--- config.mk ---
export PLATFORM = sky130hd
export DESIGN_NAME = tcu_core
export DESIGN_NICKNAME = d
export VERILOG_FILES = /design/src/tcu_pkg.sv /design/src/tcu_prescaler.sv /design/src/tcu_edge_filter.sv /design/src/tcu_core.sv
export SDC_FILE = /design/constraint.sdc
export NUM_CORES = 1
export LEC_CHECK = 0
export BUFFER_PORTS_ARGS = -buffer_cell sky130_fd_sc_hd__buf_2
export CORE_MARGIN = 2
export CORE_UTILIZATION = 57
export DETAILED_ROUTE_END_ITERATION = 10
export PLACE_DENSITY_LB_ADDON = 0.25
export SKIP_LAST_GASP = 1
export SYNTH_ARGS = -nofsm -noshare
export SYNTH_HDL_FRONTEND = slang
export SYNTH_SLANG_ARGS = --single-unit
--- constraint.sdc ---
create_clock -name ref_clk_i -period 7.1 [get_ports ref_clk_i]
set_input_delay 0.71 -clock ref_clk_i [delete_from_list [all_inputs] [get_ports ref_clk_i]]
set_output_delay 0.71 -clock ref_clk_i [all_outputs]
set_load 0.02 [all_outputs]
--- src/tcu_pkg.sv ---
// Constants shared by the timer capture one-shot unit
package tcu_pkg;
  // ----------------------------------------
  // Operating modes
  // ----------------------------------------
  typedef enum logic [2:0] {
    TCU_MODE_STOP,
    TCU_MODE_FREE,
    TCU_MODE_TWOCAP,
    TCU_MODE_RESTART,
    TCU_MODE_EVENT,
    TCU_MODE_OS_EXT
  } tcu_mode_t;

  // ----------------------------------------
  // Field positions and encodings
  // ----------------------------------------
  localparam int TCU_ES_LO_BIT = 4;
  localparam int TCU_ES_HI_BIT = 5;
  localparam int TCU_OC_OE_BIT = 0;
  localparam int TCU_OC_TOG_BIT = 1;
  localparam int TCU_OC_OSP_BIT = 6;
  localparam logic [1:0] TCU_EDGE_FALL = 2'h0;
  localparam logic [1:0] TCU_EDGE_RISE = 2'h1;
  localparam logic [1:0] TCU_EDGE_BOTH = 2'h3;
  localparam logic [2:0] TCU_PS_DIV2 = 3'h0;
  localparam logic [2:0] TCU_PS_DIV4 = 3'h1;
  localparam logic [2:0] TCU_PS_DIV16 = 3'h2;
  localparam logic [2:0] TCU_PS_EDGE = 3'h3;
  localparam logic [2:0] TCU_PS_DIV32 = 3'h4;
  localparam logic [2:0] TCU_PS_DIV128 = 3'h5;
  localparam logic [2:0] TCU_PS_DIV256 = 3'h6;
  localparam logic [15:0] TCU_CNT_MAX = 16'hFFFF;
  localparam logic [15:0] TCU_CNT_ZERO = 16'h0000;
  localparam int TCU_DIV_W = 8;
endpackage : tcu_pkg

--- src/tcu_prescaler.sv ---
// Divider giving count clock enables, held at zero while the timer is stopped
module tcu_prescaler (
  input wire logic ref_clk_i,
  input wire logic rstn_i,
  input wire logic run_i,
  input wire logic [2:0] sel_i,
  output logic half_en_o,
  output logic cnt_en_o
);
  logic [tcu_pkg::TCU_DIV_W-1:0] div_q;
  logic [tcu_pkg::TCU_DIV_W-1:0] mask;

  // ----------------------------------------
  // Divide-ratio decode
  // ----------------------------------------
  function automatic logic [tcu_pkg::TCU_DIV_W-1:0] div_mask(input logic [2:0] s);
    case (s)
      tcu_pkg::TCU_PS_DIV2: div_mask = 8'h01;
      tcu_pkg::TCU_PS_DIV4: div_mask = 8'h03;
      tcu_pkg::TCU_PS_DIV16: div_mask = 8'h0F;
      tcu_pkg::TCU_PS_DIV32: div_mask = 8'h1F;
      tcu_pkg::TCU_PS_DIV128: div_mask = 8'h7F;
      default: div_mask = 8'hFF;
    endcase
  endfunction : div_mask

  assign mask = div_mask(sel_i);

  // Divider restarts with the timer, so first tick may lag
  always_ff @(posedge ref_clk_i or negedge rstn_i) begin
    if (!rstn_i) begin
      div_q <= 8'h00;
    end else if (!run_i) begin
      div_q <= 8'h00;
    end else begin
      div_q <= div_q + 8'h01;
    end
  end

  assign half_en_o = run_i && div_q[0];
  assign cnt_en_o = run_i && ((div_q & mask) == mask);
endmodule : tcu_prescaler

--- src/tcu_edge_filter.sv ---
// Two-sample noise filter and edge detector on a sampling enable
module tcu_edge_filter (
  input wire logic ref_clk_i,
  input wire logic rstn_i,
  input wire logic run_i,
  input wire logic smp_en_i,
  input wire logic pin_i,
  output logic rise_o,
  output logic fall_o
);
  logic s1_q;
  logic lvl_q;

  // Level accepted only after two equal samples
  always_ff @(posedge ref_clk_i or negedge rstn_i) begin
    if (!rstn_i) begin
      s1_q <= 1'b0;
      lvl_q <= 1'b0;
    end else if (smp_en_i) begin
      s1_q <= pin_i;
      if (s1_q == pin_i) begin
        lvl_q <= pin_i;
      end
    end
  end

  assign rise_o = run_i && smp_en_i && (s1_q == pin_i) && pin_i && !lvl_q;
  assign fall_o = run_i && smp_en_i && (s1_q == pin_i) && !pin_i && lvl_q;
endmodule : tcu_edge_filter

--- src/tcu_core.sv ---
// Timer capture one-shot unit top level
// Operation
// Two-capture: edge captures into B, irq
// Two-capture: opposite edge captures into A
// Both-edges select blocks A capture
// Capture input filtered on count clock; the code filters it at half clock when the external clock is selected
// Restart: capture B then clear counter
// Restart: opposite edge captures into A
// Event mode counts valid input edges
// Event mode clears on A match, irq
// Event input filtered at half clock
// Enable plus toggle inverts output on match
// Soft trigger clears and starts counter
// One-shot active between B and A
// Counter keeps running until mode stop
// Software waits out a running pulse
// External edge starts one-shot pulse
// External retrigger restarts the pulse
// First match may lag one count clock
// Three-bit prescaler selects count clock
// Free-running wrap sets wrap flag
module tcu_core (
  input wire logic ref_clk_i,
  input wire logic rstn_i,
  input wire logic [2:0] timer_mode_ctrl_i,
  input wire logic [2:0] prescale_sel_i,
  input wire logic [7:0] prescale_mode_a_i,
  input wire logic [7:0] output_ctrl_i,
  input wire logic soft_pulse_trigger_i,
  input wire logic [15:0] cmp_a_i,
  input wire logic cmp_a_we_i,
  input wire logic [15:0] cmp_b_i,
  input wire logic cmp_b_we_i,
  input wire logic wrap_clr_i,
  input wire logic trigger_input_a_i,
  output logic [15:0] count_register_o,
  output logic [15:0] capcomp_reg_a_o,
  output logic [15:0] capcomp_reg_b_o,
  output logic match_irq_a_o,
  output logic capture_irq_b_o,
  output logic pulse_out_pin_o,
  output logic wrap_flag_o,
  output logic pulse_busy_o
);
  tcu_pkg::tcu_mode_t mode;
  logic run;
  logic half_en;
  logic cnt_en;
  logic ext_clk;
  logic tick;
  logic [1:0] es;
  logic smp_en;
  logic rise;
  logic fall;
  logic edge_valid;
  logic edge_rev;
  logic match_a;
  logic match_b;
  logic [15:0] cnt_q;
  logic [15:0] cra_q;
  logic [15:0] crb_q;
  logic os_start;
  logic os_act_q;
  logic out_q;
  logic wrap_q;
  logic irq_a_q;
  logic irq_b_q;

  // ----------------------------------------
  // Mode and edge decode
  // ----------------------------------------
  assign mode = tcu_pkg::tcu_mode_t'(timer_mode_ctrl_i);
  assign run = (mode != tcu_pkg::TCU_MODE_STOP) && (timer_mode_ctrl_i <= 3'h5);
  assign es = {prescale_mode_a_i[tcu_pkg::TCU_ES_HI_BIT],
               prescale_mode_a_i[tcu_pkg::TCU_ES_LO_BIT]};

  function automatic logic edge_hit(input logic [1:0] sel, input logic r, input logic f);
    case (sel)
      tcu_pkg::TCU_EDGE_FALL: edge_hit = f;
      tcu_pkg::TCU_EDGE_RISE: edge_hit = r;
      tcu_pkg::TCU_EDGE_BOTH: edge_hit = r | f;
      default: edge_hit = 1'b0;
    endcase
  endfunction : edge_hit

  // ----------------------------------------
  // Count clock and input filter
  // ----------------------------------------
  tcu_prescaler u_pre (
    .ref_clk_i(ref_clk_i),
    .rstn_i(rstn_i),
    .run_i(run),
    .sel_i(prescale_sel_i),
    .half_en_o(half_en),
    .cnt_en_o(cnt_en)
  );

  assign ext_clk = (prescale_sel_i == tcu_pkg::TCU_PS_EDGE);
  // Event mode and external clock sample at half rate
  assign smp_en = (mode == tcu_pkg::TCU_MODE_EVENT || ext_clk) ? half_en : cnt_en;

  tcu_edge_filter u_flt (
    .ref_clk_i(ref_clk_i),
    .rstn_i(rstn_i),
    .run_i(run),
    .smp_en_i(smp_en),
    .pin_i(trigger_input_a_i),
    .rise_o(rise),
    .fall_o(fall)
  );

  assign edge_valid = edge_hit(es, rise, fall);
  // Opposite edge only exists for a single-edge selection
  assign edge_rev = (es == tcu_pkg::TCU_EDGE_RISE) ? fall :
                    (es == tcu_pkg::TCU_EDGE_FALL) ? rise : 1'b0;
  assign tick = (mode == tcu_pkg::TCU_MODE_EVENT || ext_clk) ? edge_valid : cnt_en;

  assign match_a = run && (cnt_q == cra_q);
  assign match_b = run && (cnt_q == crb_q);
  assign os_start = run && (soft_pulse_trigger_i ||
                    (mode == tcu_pkg::TCU_MODE_OS_EXT && edge_valid));

  // ----------------------------------------
  // Counter
  // ----------------------------------------
  // Counter starts at zero off the divider phase, first match may lag
  always_ff @(posedge ref_clk_i or negedge rstn_i) begin
    if (!rstn_i) begin
      cnt_q <= tcu_pkg::TCU_CNT_ZERO;
    end else if (!run) begin
      cnt_q <= tcu_pkg::TCU_CNT_ZERO;
    end else if (os_start) begin
      cnt_q <= tcu_pkg::TCU_CNT_ZERO;
    end else if (mode == tcu_pkg::TCU_MODE_RESTART && edge_valid) begin
      cnt_q <= tcu_pkg::TCU_CNT_ZERO;
    end else if (tick) begin
      if (mode == tcu_pkg::TCU_MODE_EVENT && match_a) begin
        cnt_q <= tcu_pkg::TCU_CNT_ZERO;
      end else begin
        cnt_q <= cnt_q + 16'h0001;
      end
    end
  end

  // ----------------------------------------
  // Capture and compare registers
  // ----------------------------------------
  // Capture has priority over a software write in the same cycle
  always_ff @(posedge ref_clk_i or negedge rstn_i) begin
    if (!rstn_i) begin
      crb_q <= tcu_pkg::TCU_CNT_ZERO;
    end else if ((mode == tcu_pkg::TCU_MODE_TWOCAP || mode == tcu_pkg::TCU_MODE_RESTART)
                 && edge_valid) begin
      crb_q <= cnt_q;
    end else if (cmp_b_we_i) begin
      crb_q <= cmp_b_i;
    end
  end

  always_ff @(posedge ref_clk_i or negedge rstn_i) begin
    if (!rstn_i) begin
      cra_q <= tcu_pkg::TCU_CNT_MAX;
    end else if ((mode == tcu_pkg::TCU_MODE_TWOCAP || mode == tcu_pkg::TCU_MODE_RESTART)
                 && edge_rev) begin
      cra_q <= cnt_q;
    end else if (cmp_a_we_i) begin
      cra_q <= cmp_a_i;
    end
  end

  // ----------------------------------------
  // Flags and interrupts
  // ----------------------------------------
  always_ff @(posedge ref_clk_i or negedge rstn_i) begin
    if (!rstn_i) begin
      irq_a_q <= 1'b0;
      irq_b_q <= 1'b0;
    end else begin
      irq_a_q <= tick && mode == tcu_pkg::TCU_MODE_EVENT && match_a;
      irq_b_q <= (mode == tcu_pkg::TCU_MODE_TWOCAP || mode == tcu_pkg::TCU_MODE_RESTART)
                 && edge_valid;
    end
  end

  // Set beats clear so a wrap is never lost
  always_ff @(posedge ref_clk_i or negedge rstn_i) begin
    if (!rstn_i) begin
      wrap_q <= 1'b0;
    end else if (tick && cnt_q == tcu_pkg::TCU_CNT_MAX && !os_start) begin
      wrap_q <= 1'b1;
    end else if (wrap_clr_i) begin
      wrap_q <= 1'b0;
    end
  end

  // ----------------------------------------
  // Pulse output
  // ----------------------------------------
  always_ff @(posedge ref_clk_i or negedge rstn_i) begin
    if (!rstn_i) begin
      os_act_q <= 1'b0;
      out_q <= 1'b0;
    end else if (!run || !output_ctrl_i[tcu_pkg::TCU_OC_OE_BIT]) begin
      os_act_q <= 1'b0;
      out_q <= 1'b0;
    end else if (os_start) begin
      os_act_q <= 1'b1;
      out_q <= 1'b0;
    end else if (os_act_q) begin
      if ((crb_q < cra_q) ? match_b : match_a) begin
        out_q <= 1'b1;
      end else if ((crb_q < cra_q) ? match_a : match_b) begin
        out_q <= 1'b0;
        os_act_q <= 1'b0;
      end
    end else if (output_ctrl_i[tcu_pkg::TCU_OC_TOG_BIT] && tick && (match_a || match_b)) begin
      out_q <= !out_q;
    end
  end

  assign count_register_o = cnt_q;
  assign capcomp_reg_a_o = cra_q;
  assign capcomp_reg_b_o = crb_q;
  assign match_irq_a_o = irq_a_q;
  assign capture_irq_b_o = irq_b_q;
  assign pulse_out_pin_o = out_q;
  assign wrap_flag_o = wrap_q;
  assign pulse_busy_o = os_act_q;
endmodule : tcu_core

==> summary.md <==
| Metric | Value |
|---|---|
| Status | completed |
| Synth top area share | 0.285 |
| Share of layout cells above drive strength 1 | 0.264 |
| Synthesized Nets | 537 |
| CTS tree | yes |
| Deepest clock path buffer count | 2 |
| Post-CTS Setup Repair Bufs | 0 |
| Initial antenna violation count | 0 |
| # setup viols final | 0 |
| Total chip power | 1020 uW |
| CP top delay family | simple AND/OR/NAND/NOR gates |
| Seq/Total Area, Yosys | 0.386 |
| IO buf count | 101 |
| Synthesized cell area | 0.00413 mm^2 |
| DR DRC count | 0 |
| Setup repair after global routing missed its margin | no |
| Global Route Usage Sum | 0.276 |
| Width of the die | 89.1 um |
| Iter 0 DRT Violations | 213 |
| Rel. slew slack | 0.215 |
| Worst Hold Class | in2async |
| Sequential share of power | 0.431 |
| Clock-pin slew on the worst setup and hold paths | 0.07 ns |
| Core Box Area | 0.00714 mm^2 |
| Switching Fraction | 0.312 |
| Max stage delay on crit path | 0.53 ns |
| Ant. Diodes | 0 |
| MaxCap Viol Count | 0 |
| Critical Path RT | 7.39 ns |
| Worst-Margin Slew | 1.17 ns |
| Yosys reg bits | 63 |
| TNS Setup | 0 ns |
| Pins over their slew limit | 0 |
| H-tree Lvls | 3 |
| Fmax | 315 MHz |
| Area growth, synth to finish | 17.7% |
| Starting density of the core | 0.579 |
| IO Pins | 114 |
| Buf/Inv on CP | 1 |
| CTS buffer count | 9 |
| Cells after Synth | 459 |
| Crit path DAT | 3.46 ns |
| Number of synthesized flops with an enable pin | 0 |
| Highest-delay cell along the critical path | nor3_1 |
| Die area | 0.00795 mm^2 |
| Row count | 31 |
| DRT Pass-1 Iters | 5 |
| Routed len/inst | 16.5 um |
| DRT antenna net count | 0 |
| Peak VDD IR | 0.119 mV |
| Most frequent CP cell | nor3_1 |
| Unique masters post-synth | 54 |
| Post-synth ARST share | 1.00 |
| # clock sinks | 63 |
| Via count | 3783 |
| Placed Cells | 629 |
| Yosys warns | 0 |
| Tmin final | 3.17 ns |
| Leading post-synthesis cells by cell area | dfrtp_1, dfstp_2, mux2i_1, xor2_1, ha_1 |
| Logic pwr share | 0.218 |
| Smallest hold slack | 0.524 ns |
| First-pass GRT wire length | 16700 um |
| Crit Path Max Fanout | 11 |
| Cell Chain, Critical Path | buf_2 > nor3_1 > a21o_1 > nor3_1 > a41oi_1 > nand3_1 > nor2_2 > a22o_1 |
| Pint | 705 uW |
| Die H | 89.1 um |
| Layout Cells excl Fill | 645 |
| DP HPWL | 7820 um |
| Cts repair resizes | 0 |
| Clock power share | 0.350 |
| Clock Skew | 0.00966 ns |
| Leak pwr | 0.00241 uW |
| Crit Path Category | in2reg |
| Power Dens Cells | 211 mW/mm^2 |
| Switching pwr | 319 uW |
| GRT Residual Overflow | 0 |
| Vias in the first global route | 3443 |
| Startpoint types | primary input |
| Final worst-path cycle share | 0.447 |
| Largest net degree at the start of global routing | 64 |
| Mapped Avg Cell Area | 9.00 um^2 |
| Post-synth top flop | dfrtp_1 |
| Placer congestion estimate | 0.878 |
| Clock root cell | clkbuf_8 |
| Setup crit end kind | flop |
| Via density | 5.87 |
| Fin. Hold Viols | 0 |
| Area leader, netlist | dfrtp_1 |
| Nets@finish | 619 |
| CTS Hold Bufs | 0 |
| Routed wire length | 10700 um |
| Clk_lat worst skew | 0.35 ns |
per-stage QoR:
stage | setup WS (ns) | utilization | area, um^2
after floorplan | 4.41 | - | 4130
after global placement | 3.65 | 0.650 | 4640
after detailed placement | 3.60 | 0.650 | 4640
after CTS | 3.95 | 0.681 | 4860
after global routing | 3.72 | 0.681 | 4860
final | 3.93 | 0.681 | 4860
Yosys cell counts (10+ instances only):
cell      number
a21oi_1       29
clkbuf_1      22
dfrtp_1       47
dfstp_2       16
ha_1          17
inv_1         22
mux2i_1       32
nand2_1       33
nand3_1       17
nor2_1        41
nor3_1        10
nor4_1        10
o21ai_0       39
xor2_1        31
final cells by class:
cell class,instances,area (um^2)
Multi-Input combinational cell,343,2320
Fill cell,605,2280
Sequential cell,63,1600
Timing Repair Buffer,102,513
Clock buffer,13,159
Tap cell,99,124
Inverter,22,82.6
Clock inverter,3,65.1
logic make-up after synthesis:
kind of cell               after synthesis  share of synthesized area
buffers and inverters                   53                     0.0524
muxes                                   33                     0.0803
and+or+nand+nor                        150                      0.184
xor gates and xnor gates                39                     0.0827
adders and majority gates               17                     0.0515
DFF                                     63                      0.386
AOI/OAI and AO/OA                      104                      0.163
cells in the final DEF (no fill, tap or decap), types with 3 or more instances in the layout:
| cell type | instances |
|---|---|
| a21o_1 | 4 |
| a21oi_1 | 29 |
| a22o_1 | 8 |
| a31oi_1 | 3 |
| and2_1 | 3 |
| and3_1 | 6 |
| and4_1 | 3 |
| buf_2 | 101 |
| clkbuf_8 | 11 |
| dfrtp_1 | 47 |
| dfstp_2 | 16 |
| ha_1 | 17 |
| inv_1 | 22 |
| mux2i_1 | 32 |
| nand2_1 | 33 |
| nand3_1 | 17 |
| nand4_1 | 4 |
| nor2_1 | 41 |
| nor3_1 | 10 |
| nor4_1 | 10 |
| o21ai_0 | 39 |
| o2bb2ai_1 | 3 |
| o31ai_1 | 4 |
| or3_1 | 3 |
| or4_1 | 3 |
| xnor2_1 | 8 |
| xor2_1 | 31 |
path summary, 6_finish.rpt:
| check | from | to | slack (ns) | cells past startpoint |
|---|---|---|---|---|
| worst max-delay path | timer_mode_ctrl_i[1] | count_register_o[5]$_DFFE_PN0P_ | 3.93 | 8 |
| worst min-delay path | rstn_i | u_pre.div_q[4]$_DFF_PN0_ | 0.52 | 2 |
| worst max register to register | capcomp_reg_a_o[10]$_DFFE_PN1P_ | pulse_out_pin_o$_DFFE_PN0P_ | 4.13 | 9 |
| worst min register to register | u_pre.div_q[0]$_DFF_PN0_ | u_pre.div_q[0]$_DFF_PN0_ | 0.53 | 1 |
| max in group asynchronous | rstn_i | capcomp_reg_b_o[2]$_DFFE_PN0P_ | 6.05 | 2 |
| min in group ref_clk_i | u_pre.div_q[0]$_DFF_PN0_ | u_pre.div_q[0]$_DFF_PN0_ | 0.53 | 1 |
registers in the layout, indices dropped and copies added (netlist names):
register          cells
wrap_flag_o           1
capcomp_reg_a_o      16
capcomp_reg_b_o      16
pulse_busy_o          1
u_pre.div_q           8
capture_irq_b_o       1
u_flt.s1_q            1
match_irq_a_o         1
pulse_out_pin_o       1
u_flt.lvl_q           1
count_register_o     16
power groups by stage:
stage | Sequential (uW) | Combinational (uW) | Clock (uW)
floorplan | 463 | 124 | 0
global placement | 446 | 213 | 0
CTS | 441 | 223 | 361
global route | 447 | 249 | 381
detailed placement | 448 | 220 | 0
finish | 442 | 223 | 359
metal layers:
layer  track usage  wire length [um]
met2         0.451              5120
met5             0                 0
met3        0.0545               723
met4         0.109               233
met1         0.363              4590
Note: power is estimated with default switching activity, not from simulation.
